**src/dtio_pkg.sv**
```systemverilog
// Constants for the drive terminal input/output logic.
// Assumes frequencies arrive as unsigned counts of 0.01 Hz.
package dtio_pkg;
   // ****************************************
   // Field widths and ranges
   // ****************************************
   localparam int          FREQ_W         = 16;
   localparam int          CNT_W          = 14;
   localparam logic [13:0] CNT_MAX        = 14'h270f;   // 9999
   localparam logic [15:0] WIDTH_MAX      = 16'he9fc;   // 599.00 Hz
   localparam int          DI_N           = 5;
   localparam int          DO_N           = 3;
   localparam int          DI_FAST_IDX    = 4;
   localparam int          DO_FAST_IDX    = 1;
   localparam logic [1:0]  SYNC_WARM      = 2'h3;       // Edges before a pin reaches the count detector
   // ****************************************
   // Reset values and mode encodings
   // ****************************************
   localparam logic [4:0]  IN_POL_RST     = 5'h1f;
   localparam logic [4:0]  IN_POL2_RST    = 5'h1f;
   localparam logic [2:0]  OUT_POL_RST    = 3'h7;
   localparam logic [13:0] CNT_THR_RST    = 14'h0000;
   localparam logic [15:0] ARRIVAL_W_RST  = 16'h00fa;   // 2.50 Hz
   localparam logic        MODE_SWITCH    = 1'b0;
   localparam logic        MODE_PULSE     = 1'b1;
endpackage

```
**src/dtio_terminal_io.sv**
```systemverilog
// Terminal input/output logic: arrival window, pulse counter, polarity.
// Assumes settings come from same-clock logic; terminal pins are asynchronous.
// Notes on behaviour
// - Frequency arrival is high while output frequency is within set frequency plus or minus the window width.
// - Input terminal five is a switch input in mode 0 and a fast pulse input in mode 1, default 0.
// - Output terminal two is a switch output in mode 0 and a fast pulse output in mode 1, default 0.
// - Set threshold spans specified threshold to 9999, specified spans zero to set, both reset to zero.
// - Pulses on the count trigger input are counted and set-count-reached rises when count equals set threshold; a zero set threshold never raises it.
// - Specified-count-reached rises at the specified threshold and holds until the set threshold is reached; a zero specified threshold never raises it.
// - A specified threshold above the set threshold is invalid and raises nothing.
// - Input polarity 1 means active when closed to common, 0 inverts it, all default 1.
// - Input polarity bits 0 to 4 serve input terminals one to five.
// - Output polarity bits 0 to 2 serve output one, output two and the relay, default 1.
// - The second input polarity setting is reserved and has no effect.
// - Output polarity 1 drives positive logic and 0 drives inverted logic.
module dtio_terminal_io #(
   parameter int DI_N = dtio_pkg::DI_N,
   parameter int DO_N = dtio_pkg::DO_N
) (
   // Clock and reset
   input  wire logic                          mclk,
   input  wire logic                          rst_n,
   // Frequency arrival
   input  wire logic [dtio_pkg::FREQ_W-1:0]   output_freq,
   input  wire logic [dtio_pkg::FREQ_W-1:0]   set_freq,
   input  wire logic [dtio_pkg::FREQ_W-1:0]   arrival_window_width,
   output logic                               frequency_arrival,
   // Terminal modes
   input  wire logic                          fast_in_mode,
   input  wire logic                          fast_out_mode,
   // Counter settings
   input  wire logic [dtio_pkg::CNT_W-1:0]    set_count_threshold,
   input  wire logic [dtio_pkg::CNT_W-1:0]    specified_count_threshold,
   input  wire logic [2:0]                    count_trigger_sel,
   output logic                               set_count_reached,
   output logic                               specified_count_reached,
   output logic [dtio_pkg::CNT_W-1:0]         pulse_count,
   // Polarity
   input  wire logic [4:0]                    input_polarity_setting,
   input  wire logic [4:0]                    input_polarity_setting_2,
   input  wire logic [2:0]                    output_polarity_setting,
   // Input terminals, high when closed to common
   input  wire logic [DI_N-1:0]               di_pins,
   output logic [DI_N-1:0]                    di_active,
   output logic                               fast_pulse_input_terminal,
   // Output terminals
   input  wire logic [DO_N-1:0]               do_func,
   input  wire logic                          fast_pulse_out_src,
   output logic [DO_N-1:0]                    do_pins,
   output logic                               fast_pulse_output_terminal
);
   // Bit wiring below serves five inputs and three outputs only
   if (DI_N != dtio_pkg::DI_N || DO_N != dtio_pkg::DO_N) begin : g_bad_size
      $error("dtio_terminal_io: terminal counts fixed at 5 inputs, 3 outputs");
   end

   // ****************************************
   // Pin synchronisers
   // ****************************************
   logic [DI_N-1:0] di_meta_reg;
   logic [DI_N-1:0] di_sync_reg;
   always_ff @(posedge mclk or negedge rst_n) begin
      if (!rst_n) begin
         di_meta_reg <= '0;
         di_sync_reg <= '0;
      end else begin
         di_meta_reg <= di_pins;
         di_sync_reg <= di_meta_reg;
      end
   end

   // ****************************************
   // Polarity and mode decoding
   // ****************************************
   // One polarity digit maps a contact level to an active level
   function automatic logic apply_pol(input logic pol, input logic lvl);
      return pol ? lvl : ~lvl;
   endfunction

   logic fast_in_pulse;
   logic fast_out_pulse;
   assign fast_in_pulse  = (fast_in_mode == dtio_pkg::MODE_PULSE);
   assign fast_out_pulse = (fast_out_mode == dtio_pkg::MODE_PULSE);

   // ****************************************
   // Input polarity and mode
   // ****************************************
   logic [DI_N-1:0] di_level;
   logic [DI_N-1:0] di_fast_mask;
   logic [DI_N-1:0] di_active_next;
   logic [DI_N-1:0] di_active_reg;
   logic            fast_in_reg;
   assign di_level     = di_sync_reg;
   // Pulse mode takes terminal five away from switch use
   assign di_fast_mask = {{(DI_N-1){1'b0}}, fast_in_pulse} << dtio_pkg::DI_FAST_IDX;
   genvar gi;
   generate
      for (gi = 0; gi < DI_N; gi++) begin : g_di
         // Bit gi serves terminal gi+1
         assign di_active_next[gi] = apply_pol(input_polarity_setting[gi], di_level[gi]);
      end
   endgenerate
   // Second polarity setting is deliberately unread
   wire unused_pol2 = ^input_polarity_setting_2;

   always_ff @(posedge mclk or negedge rst_n) begin
      if (!rst_n) begin
         di_active_reg <= '0;
         fast_in_reg   <= 1'b0;
      end else begin
         di_active_reg <= di_active_next & ~di_fast_mask;
         fast_in_reg   <= fast_in_pulse & di_level[dtio_pkg::DI_FAST_IDX];
      end
   end
   assign di_active                 = di_active_reg;
   assign fast_pulse_input_terminal = fast_in_reg;

   // ****************************************
   // Frequency arrival window
   // ****************************************
   logic [dtio_pkg::FREQ_W:0] freq_diff;
   logic [dtio_pkg::FREQ_W-1:0] width_clamped;
   logic                      arrival_next;
   logic                      arrival_reg;
   assign freq_diff = (output_freq >= set_freq) ? {1'b0, output_freq - set_freq}
                                                : {1'b0, set_freq - output_freq};
   // Width beyond 599.00 Hz is clamped to the range top
   assign width_clamped = (arrival_window_width > dtio_pkg::WIDTH_MAX) ? dtio_pkg::WIDTH_MAX
                                                                         : arrival_window_width;
   assign arrival_next = (freq_diff <= {1'b0, width_clamped});
   always_ff @(posedge mclk or negedge rst_n) begin
      if (!rst_n) begin
         arrival_reg <= 1'b0;
      end else begin
         arrival_reg <= arrival_next;
      end
   end
   assign frequency_arrival = arrival_reg;

   // ****************************************
   // Pulse counter
   // ****************************************
   logic [dtio_pkg::CNT_W-1:0] set_thr;
   logic [dtio_pkg::CNT_W-1:0] spec_thr;
   logic                       spec_valid;
   logic                       trig_level;
   logic                       trig_prev_reg;
   logic                       trig_edge;
   logic [1:0]                 warm_reg;
   logic                       warm_done;
   logic [dtio_pkg::CNT_W-1:0] cnt_reg;
   logic [dtio_pkg::CNT_W-1:0] cnt_next;
   logic                       set_hit_reg;
   logic                       spec_hold_reg;
   logic                       spec_hold_next;

   // Set threshold limited to 9999
   assign set_thr  = (set_count_threshold > dtio_pkg::CNT_MAX) ? dtio_pkg::CNT_MAX : set_count_threshold;
   assign spec_thr = specified_count_threshold;
   // Out-of-range specified value is invalid rather than clamped
   assign spec_valid = (spec_thr <= set_thr);

   assign trig_level = (count_trigger_sel < 3'(DI_N)) ? di_active_reg[count_trigger_sel] : 1'b0;
   assign trig_edge  = trig_level & ~trig_prev_reg;
   // Detector primed high until the pin pipeline fills: an inverted idle input is no pulse
   assign warm_done  = (warm_reg == dtio_pkg::SYNC_WARM);

   // Count holds at threshold; the next pulse wraps it to zero
   assign cnt_next = !trig_edge ? cnt_reg :
                     (cnt_reg >= set_thr) ? '0 :
                     cnt_reg + 14'h0001;

   // Hold from specified until set reached
   assign spec_hold_next = !spec_valid ? 1'b0 :
                           (cnt_next >= set_thr) ? 1'b0 :
                           (cnt_next >= spec_thr && spec_thr != '0) ? 1'b1 :
                           spec_hold_reg;

   always_ff @(posedge mclk or negedge rst_n) begin
      if (!rst_n) begin
         trig_prev_reg <= 1'b1;
         warm_reg      <= 2'h0;
         cnt_reg       <= '0;
         set_hit_reg   <= 1'b0;
         spec_hold_reg <= 1'b0;
      end else begin
         trig_prev_reg <= trig_level | ~warm_done;
         warm_reg      <= warm_done ? warm_reg : warm_reg + 2'h1;
         cnt_reg       <= cnt_next;
         set_hit_reg   <= (cnt_next == set_thr) && (set_thr != '0);
         spec_hold_reg <= spec_hold_next;
      end
   end
   assign set_count_reached       = set_hit_reg;
   assign specified_count_reached = spec_hold_reg;
   assign pulse_count             = cnt_reg;

   // ****************************************
   // Output polarity and mode
   // ****************************************
   logic [DO_N-1:0] do_level;
   logic [DO_N-1:0] do_fast_mask;
   logic [DO_N-1:0] do_next;
   logic [DO_N-1:0] do_reg;
   logic            fast_out_reg;
   genvar go;
   generate
      for (go = 0; go < DO_N; go++) begin : g_do
         assign do_level[go] = apply_pol(output_polarity_setting[go], do_func[go]);
      end
   endgenerate
   // Pulse mode hands terminal two to the pulse source, bypassing polarity
   assign do_fast_mask = {{(DO_N-1){1'b0}}, fast_out_pulse} << dtio_pkg::DO_FAST_IDX;
   assign do_next      = (do_level & ~do_fast_mask) | ({DO_N{fast_pulse_out_src}} & do_fast_mask);
   always_ff @(posedge mclk or negedge rst_n) begin
      if (!rst_n) begin
         do_reg       <= '0;
         fast_out_reg <= 1'b0;
      end else begin
         do_reg       <= do_next;
         fast_out_reg <= fast_out_pulse & fast_pulse_out_src;
      end
   end
   assign do_pins                    = do_reg;
   assign fast_pulse_output_terminal = fast_out_reg;
endmodule

```
**config.mk**
```make
export PLATFORM = sky130hd
export DESIGN_NAME = dtio_terminal_io
export DESIGN_NICKNAME = d
export VERILOG_FILES = /design/src/dtio_pkg.sv /design/src/dtio_terminal_io.sv
export SDC_FILE = /design/constraint.sdc
export NUM_CORES = 1
export LEC_CHECK = 0
export BUFFER_PORTS_ARGS = -buffer_cell sky130_fd_sc_hd__buf_2
export CELL_PAD_IN_SITES_DETAIL_PLACEMENT = 1
export CELL_PAD_IN_SITES_GLOBAL_PLACEMENT = 2
export CORE_MARGIN = 3
export CORE_UTILIZATION = 30
export CTS_BUF_LIST = sky130_fd_sc_hd__clkbuf_8
export CTS_CLUSTER_DIAMETER = 50
export DETAILED_ROUTE_END_ITERATION = 6
export PLACE_DENSITY = 0.88
export SYNTH_ARGS = -nofsm -noshare
export SYNTH_HDL_FRONTEND = slang
export SYNTH_SLANG_ARGS = --single-unit
```
**constraint.sdc**
```tcl
create_clock -name mclk -period 6.29 [get_ports mclk]
set_input_delay 0.9435 -clock mclk [delete_from_list [all_inputs] [get_ports mclk]]
set_output_delay 0.9435 -clock mclk [all_outputs]
set_load 0.01 [all_outputs]
```
==> results.cfg, run 1 <==
[worst_setup_path]
crit_fanout = 6
start_kind = input port
cp.arrival_ps = 5170
worstSetupEndpointType = register
cp.required_ps = 6450
worst-setup-path-type = input port to register

[drt]
drtIter0Drc = 171
first_pass_iters = 4
routed_wirelength_mm = 15.4
ant_nets = 0
viasPerCell = 5.14
wire_per_inst_um = 16.7
drc = 0
vias = 4745

[clock_tree]
cts_buffers = 5
ctsHoldBuffers = 0
clk_pin_slew_ps = 90
root_buffer = clkbuf_8
ctsResizeCount = 0
cts_tree = done
cts.sinks = 40
cts_buffer_depth = 2
post_cts_buffers = 0
insertion_delay_ps = 300
htree_levels = 2

[grt]
grt_pass1_vias = 5116
antenna_found_initial = 0
grt_overflow = 0
grt_util_all_layers_pct = 16.6
grt_max_degree = 41
grt_pass1_wl_mm = 24.9

[sta]
relSlewSlack_pct = 37.6
timing.final.crit_share_pct = 79.6
fin_skew_ps = 10.3
hold_viol_final = 0
holdWs_ps = 352
post-route-min-period_ps = 5010
rsz0062_at_grt = no
setup_viol = 0
slew_violations = 0
tns_ps = 0
tightestPinTransition_ps = 937
max_freq_mhz = 200

[min_path]
hold_path_class = register to register

[logic_synthesis]
yosysWarnings = 0
synth_area_per_cell_um2 = 8.57
synth_edf_count = 0
ys_ff_latch = 40
async_reset_ff_share_pct = 100
syn_nets = 794
syn_area_mm2 = 0.00503
synth_cell_types = 66
synth_top_flop_cell = dfrtp_1
synthCells = 587
ys_seq_area_share_pct = 19.9

[outcome]
status = complete, no violations

[power_and_ir_drop]
ir_worst_vdd_mv = 0.0912
p_per_area_mw_per_mm2 = 162
p_leak_nw = 3.16

[placed_design]
dp.cells = 915
place.gp.congestion = 0.847
dp_hpwl_mm = 13.5
io_buffers = 126

[floorplanning]
coreArea_mm2 = 0.0161
die_w_um = 135
start_util_pct = 31.2
pin_count = 132
placementRows = 46
die_y_um = 135
die-area_mm2 = 0.0184

[finish]
multi_input_area_mm2 = 0.00372
drive_gt1_share_pct = 22.6
layoutNonFillerInstCount = 923
nets = 913
largest_reg_flops = 14
fillCellCount = 1994
area_growth_pct = 18.3
num_antenna_cells = 0
layout.area.seq_mm2 = 0.00100

[run]
drv_cap = 0
==> worst max-delay path: stages <==
cell,delay (ps)
buf_2,120
nor4_4,340
o21ai_2,150
nand2_1,200
nand2b_1,160
ha_1,310
nand2b_1,140
a21oi_1,230
o21ai_0,110
a21boi_0,350
a211oi_2,140
nor3_1,320
mux2i_1,200
ha_1,300
nand2b_1,150
a21o_1,180
a211oi_1,240
nor3_1,90
o31ai_1,280
a21o_1,150
a211oi_1,60
==> synthesized netlist by cell type (all sizes together) (4+ instances only) <==
cell     number  share of area (%)
clkbuf        8               0.60
nand2        35                2.6
a21boi        5               0.75
inv          57                4.3
a21o         26                3.9
a21oi        38                4.2
nor4          9                1.4
a31oi         4               0.80
ha          100                 25
nor2b        10                1.2
xor2         12                2.1
and3          9                1.1
xnor2        23                4.0
dfrtp        39                 19
o31ai         4               0.70
o21ai        26                2.7
nand4        15                2.0
nor3         10                1.0
nand2b       10                1.2
nand3        12                1.2
and2          7               0.87
a211oi        6                1.1
nor2         50                3.7
buf           6                1.2
a2111oi       5               0.87
mux2i        15                3.0
o21a         10                1.5
==> through the flow <==
stage | area, um^2 | utilization, % | power, W | setup slack (ps)
3_3_place_gp | 5840 | 36.2 | 0.000731 | 1130
6_report | 5950 | 36.9 | 0.000967 | 1280
2_1_floorplan | 5030 | - | 0.000602 | 1820
3_5_place_dp | 5840 | 36.2 | 0.000756 | 982
4_1_cts | 5950 | 36.9 | 0.000979 | 1270
5_1_grt | 5950 | 36.9 | 0.00105 | 840
==> final timing paths <==
kind                                                from                                  end  depth (start not counted)  slack (ps)
min in group asynchronous                          rst_n          set_count_reached$_DFF_PN0_                          1         780
worst min register to register  di_meta_reg[0]$_DFF_PN0_                di_level[0]$_DFF_PN0_                          0         350
max in group asynchronous                          rst_n                di_level[3]$_DFF_PN0_                          1        4920
worst min-delay path            di_meta_reg[0]$_DFF_PN0_                di_level[0]$_DFF_PN0_                          0         350
worst max register to register  pulse_count[0]$_DFF_PN0_  specified_count_reached$_DFFE_PN0P_                         17        2340
worst max-delay path              set_count_threshold[6]  specified_count_reached$_DFFE_PN0P_                         21        1280
==> placed cells by master, fill, tap and decap left out, types with 12 or more instances in the layout <==
master   netlist  routed
xor2_1        12      12
nor2_1        50      50
nand3_1       12      12
nand2_1       35      35
nand4_1       14      14
o21ai_0       23      23
inv_1         57      57
buf_2          1     126
a21o_1        26      26
ha_1         100     100
a21oi_1       35      35
xnor2_1       23      23
dfrtp_1       39      39
mux2i_1       15      15
==> power by group <==
part	switching [W]	internal (W)
Clock	0.0000966	0.000118
Sequential	0.0000166	0.000276
Combinational	0.000256	0.000204
Total	0.000369	0.000598
==> area by class of cell <==
| cell class | instances | share of cell area, % |
|---|---|---|
| multi-input combinational | 476 | 62.5 |
| sequential | 40 | 16.8 |
| timing repair buffer | 126 | 10.6 |
| tap | 216 | 4.54 |
| inverter | 57 | 3.60 |
| clock buffer | 5 | 1.16 |
| clock inverter | 3 | 0.715 |
==> per-layer routing <==
layer  GRT usage, %  routed length, um  vias to the layer above  share of wire (%)
met2           30.9               7730                      117                 50
met4           3.58                212                        0                1.4
met5              0                  0                        -                  0
met1           20.4               6800                     2282                 44
met3           2.19                683                       17                4.4
li1               -                  -                     2329                  -
==> logic make-up (layout without fill, tap and decap cells) <==
logic type,count (synthesis),count (layout),share of synthesized area [%]
xor+xnor,35,35,6.10
buf+inv,71,191,6.07
mux,19,19,4.11
fa+ha+maj,102,102,25.7
flops,40,40,19.9
compound gates,145,145,20.3
simple gates,175,175,17.9
Note: power is estimated with default switching activity, not from simulation.
==> inputs of run 2 (changes only) <==
- clock period: 6.29 -> 5.2 ns (I/O delays scaled with it)
==> results.cfg, run 2 (synthesized netlist as in run 1, its figures left out) <==
[outcome]
status = complete, no violations

[drt]
first_pass_iters = 4
viasPerCell = 5.13
drtIter0Drc = 124
wire_per_inst_um = 16.9
routed_wirelength_mm = 15.7
vias = 4774
drc = 0
ant_nets = 0

[clock_tree]
insertion_delay_ps = 310
post_cts_buffers = 0
cts_buffer_depth = 2
cts_buffers = 5
cts.sinks = 40
root_buffer = clkbuf_8
ctsResizeCount = 0
ctsHoldBuffers = 0
cts_tree = done
clk_pin_slew_ps = 90
htree_levels = 2

[power_and_ir_drop]
seq_power_share_pct = 29.8
netSwitchingFraction_pct = 38.3
combPwrFrac_pct = 47.5
clock_power_share_pct = 22.8
internal_power_w = 0.000729
ir_worst_vdd_mv = 0.106
p_leak_nw = 3.20
p_sw_w = 0.000452
p_per_area_mw_per_mm2 = 197

[floorplanning]
die_w_um = 135
die_y_um = 135
placementRows = 46
pin_count = 132
start_util_pct = 31.2
coreArea_mm2 = 0.0161
die-area_mm2 = 0.0184

[placed_design]
io_buffers = 126
dp.cells = 922
dp_hpwl_mm = 13.9
place.gp.congestion = 0.850

[finish]
num_antenna_cells = 0
layoutNonFillerInstCount = 930
drive_gt1_share_pct = 23.4
area_growth_pct = 19.4
final_cell_mix = 126 x buf_2, 100 x ha_1, 57 x inv_1
nets = 920
layout_commonest_cell = buf_2
largest_reg_flops = 14

[min_path]
hold_path_class = register to register

[sta]
slew_violations = 0
fin_skew_ps = 10.8
hold_viol_final = 0
rsz0062_at_grt = no
tightestPinTransition_ps = 938
relSlewSlack_pct = 37.5
setup_viol = 0
max_freq_mhz = 207
timing.final.crit_share_pct = 92.7
post-route-min-period_ps = 4820
tns_ps = 0

[grt]
grt_pass1_vias = 5292
grt_overflow = 0
antenna_found_initial = 0
grt_pass1_wl_mm = 25.5
grt_max_degree = 41
grt_util_all_layers_pct = 17.1

[worst_setup_path]
crit_fanout = 9
cp.arrival_ps = 5030
worst-setup-path-type = input port to register
worstSetupEndpointType = register
start_kind = input port
cp.required_ps = 5410

[run]
drv_cap = 0
run 2: power groups by stage:
stage / Sequential [W] / Combinational, W / Clock (W)
floorplan: 0.000363 / 0.000365 / 0
global placement: 0.000357 / 0.000531 / 0
detailed placement: 0.000358 / 0.000561 / 0
CTS: 0.000352 / 0.000565 / 0.000277
global route: 0.000355 / 0.000633 / 0.000289
finish: 0.000351 / 0.000561 / 0.000269
run 2: metrics by stage:
step	area, um^2	total power, W	util, %	worst slack [ps]	hold WS, ps
after floorplan	5030	0.000728	-	897	331
after global placement	5890	0.000888	36.6	224	334
after detailed placement	5890	0.000919	36.6	92.5	339
after CTS	6010	0.00119	37.3	417	358
after global routing	6010	0.00128	37.3	10.1	368
final	6010	0.00118	37.3	380	355
run 2: worst paths after layout:
check / start / endpoint / slack (ps) / cells past startpoint
max: set_count_threshold[6] / specified_count_reached$_DFFE_PN0P_ / 380 / 21
min: di_meta_reg[1]$_DFF_PN0_ / di_level[1]$_DFF_PN0_ / 360 / 0
max reg2reg: pulse_count[0]$_DFF_PN0_ / specified_count_reached$_DFFE_PN0P_ / 1320 / 17
min reg2reg: di_meta_reg[1]$_DFF_PN0_ / di_level[1]$_DFF_PN0_ / 360 / 0
max in group asynchronous: rst_n / di_level[4]$_DFF_PN0_ / 4000 / 1
min in group asynchronous: rst_n / set_count_reached$_DFF_PN0_ / 600 / 1
run 2: layout make-up:
cell class,count,area (um^2)
Clock inverter,3,46.3
Timing Repair Buffer,133,683
Multi-Input combinational cell,476,3720
Fill cell,1979,10100
Tap cell,216,270
Inverter,57,214
Clock buffer,5,68.8
Sequential cell,40,1000
run 2: critical path, cell delays in order:
cell	delay, ps
buf_2	120
nor4_4	340
o21ai_2	150
nand2_1	200
nand2b_1	170
ha_1	300
nand2b_1	140
a21oi_1	230
o21ai_0	110
a21boi_0	370
a211oi_2	140
o21a_1	330
nor2_1	310
ha_1	300
nand4_1	140
nor2_1	100
nand4_1	170
nand4_1	100
a21oi_1	150
o21ai_0	140
a211oi_1	220
run 2: metal layers:
layer  track usage, %  part of all wire, %  up-vias
li1                 -                    -     2346
met3             1.63                  3.5       20
met5                0                    0        -
met2             31.2                   50      110
met1             21.7                   45     2298
met4             4.14                  1.7        0
==> inputs of run 3 (changes only) <==
- CORE_ASPECT_RATIO: not set -> 1.5
- SLEW_MARGIN: not set -> 10
==> results.cfg, run 3 (synthesized netlist as in run 1, its figures left out) <==
[outcome]
status = complete, no violations

[worst_setup_path]
cp_common_cell = nand2b_1
worstSetupEndpointType = register
critical-path-top-delay-family = compound AO/OA/AOI/OAI gates
worst-setup-path-type = input port to register
critical_path.max_stage_delay_ps = 340
cp.arrival_ps = 4840
worst-path-buf-inv = 1
cpMaxStageDelayCell = nor4_4
worstPathCellList = buf_2 -> nor4_4 -> o21ai_2 -> nand2_1 -> nand2b_1 -> ha_1 -> nand2b_1 -> a21oi_1 -> o21ai_0 -> a21boi_0 -> a211oi_2 -> nor3_1 -> mux2i_1 -> ha_1 -> nand2b_1 -> a21o_1 -> a211oi_1 -> nor3_1 -> o31ai_1 -> a21o_1 -> a211oi_1
cp.required_ps = 5370
start_kind = input port
crit_fanout = 6

[finish]
final_cell_mix = 126 x buf_2, 100 x ha_1, 57 x inv_1
largest_reg_flops = 14
drive_gt1_share_pct = 24.1
nets = 927
layout_commonest_cell = buf_2
area_growth_pct = 19.9
num_antenna_cells = 0
utilization_pct = 36.9
layoutNonFillerInstCount = 927

[placed_design]
dp_hpwl_mm = 13.8
dp.cells = 919
place.gp.congestion = 0.900
place_ws_ps = 161
io_buffers = 126

[sta]
relSlewSlack_pct = 36.3
post-route-min-period_ps = 4660
rsz0062_at_grt = no
holdWs_ps = 351
finalWorstSetupSlack_ps = 537
tns_ps = 0
tightestPinTransition_ps = 956
max_freq_mhz = 214
hold_viol_final = 0
setup_viol = 0
slew_violations = 0
timing.final.crit_share_pct = 89.7
fin_skew_ps = 8.09

[clock_tree]
ctsHoldBuffers = 0
cts.sinks = 40
cts_tree = done
cts_buffers = 5
root_buffer = clkbuf_8
post_cts_buffers = 0
insertion_delay_ps = 300
clk_pin_slew_ps = 90
htree_levels = 2
cts_buffer_depth = 2
ctsResizeCount = 0

[grt]
grt_pass1_wl_mm = 25.2
grt_overflow = 0
antenna_found_initial = 0
grt_pass1_vias = 5291
grt_util_all_layers_pct = 16.9
grt_max_degree = 41

[min_path]
hold_path_class = register to register

[drt]
drc = 0
first_pass_iters = 4
viasPerCell = 5.22
ant_nets = 0
drtIter0Drc = 130
routed_wirelength_mm = 15.5
wire_per_inst_um = 16.8
vias = 4836

[floorplanning]
coreArea_mm2 = 0.0163
die_w_um = 112
start_util_pct = 30.8
placementRows = 57
die-area_mm2 = 0.0184
pin_count = 132
die_y_um = 165

[power_and_ir_drop]
p_leak_nw = 3.23
ir_worst_vdd_mv = 0.0886
p_per_area_mw_per_mm2 = 188

[run]
drv_cap = 0
## run 3: changes by cell type in the layout (fill, tap and decap cells not counted), sizes merged
cell / change
clkinvlp: +1
clkbuf: +1
buf: +7
inv: -1
bufinv: -1
## run 3: path summary, 6_finish.rpt
path	from	end	slack, ps	cells past startpoint
hold reg to reg	di_meta_reg[0]$_DFF_PN0_	di_level[0]$_DFF_PN0_	350	0
max in group asynchronous	rst_n	do_pins[1]$_DFF_PN0_	3980	1
setup / recovery	set_count_threshold[6]	specified_count_reached$_DFFE_PN0P_	540	21
min in group asynchronous	rst_n	pulse_count[5]$_DFF_PN0_	620	1
setup reg to reg	pulse_count[0]$_DFF_PN0_	specified_count_reached$_DFFE_PN0P_	1390	17
hold / removal	di_meta_reg[0]$_DFF_PN0_	di_level[0]$_DFF_PN0_	350	0
## run 3: area by class of cell
| type | count | area, um^2 |
|---|---|---|
| sequential | 40 | 1000 |
| clock inverter | 2 | 15.0 |
| tap | 206 | 258 |
| clock buffer | 6 | 82.6 |
| timing repair buffer | 140 | 736 |
| inverter | 57 | 214 |
| fill | 2034 | 10300 |
| multi-input combinational | 476 | 3720 |
## run 3: stage by stage
step	area, um^2	total power (W)
finish	6030	0.00113
global route	6030	0.00123
CTS	6030	0.00116
detailed placement	5930	0.000920
global placement	5930	0.000906
floorplan	5030	0.000728
## run 3: power breakdown
group	switching (W)	total, W	internal [W]
Combinational	0.000302	0.000553	0.000251
Clock	0.000122	0.000230	0.000108
Sequential	0.0000181	0.000352	0.000334
## run 3: metal layers
layer	share of wire (%)	up-vias	track usage, %
li1	-	2358	-
met1	36	2304	16.6
met2	56	134	35.1
met3	3.4	40	1.61
met4	4.7	0	7.30
met5	0	-	0
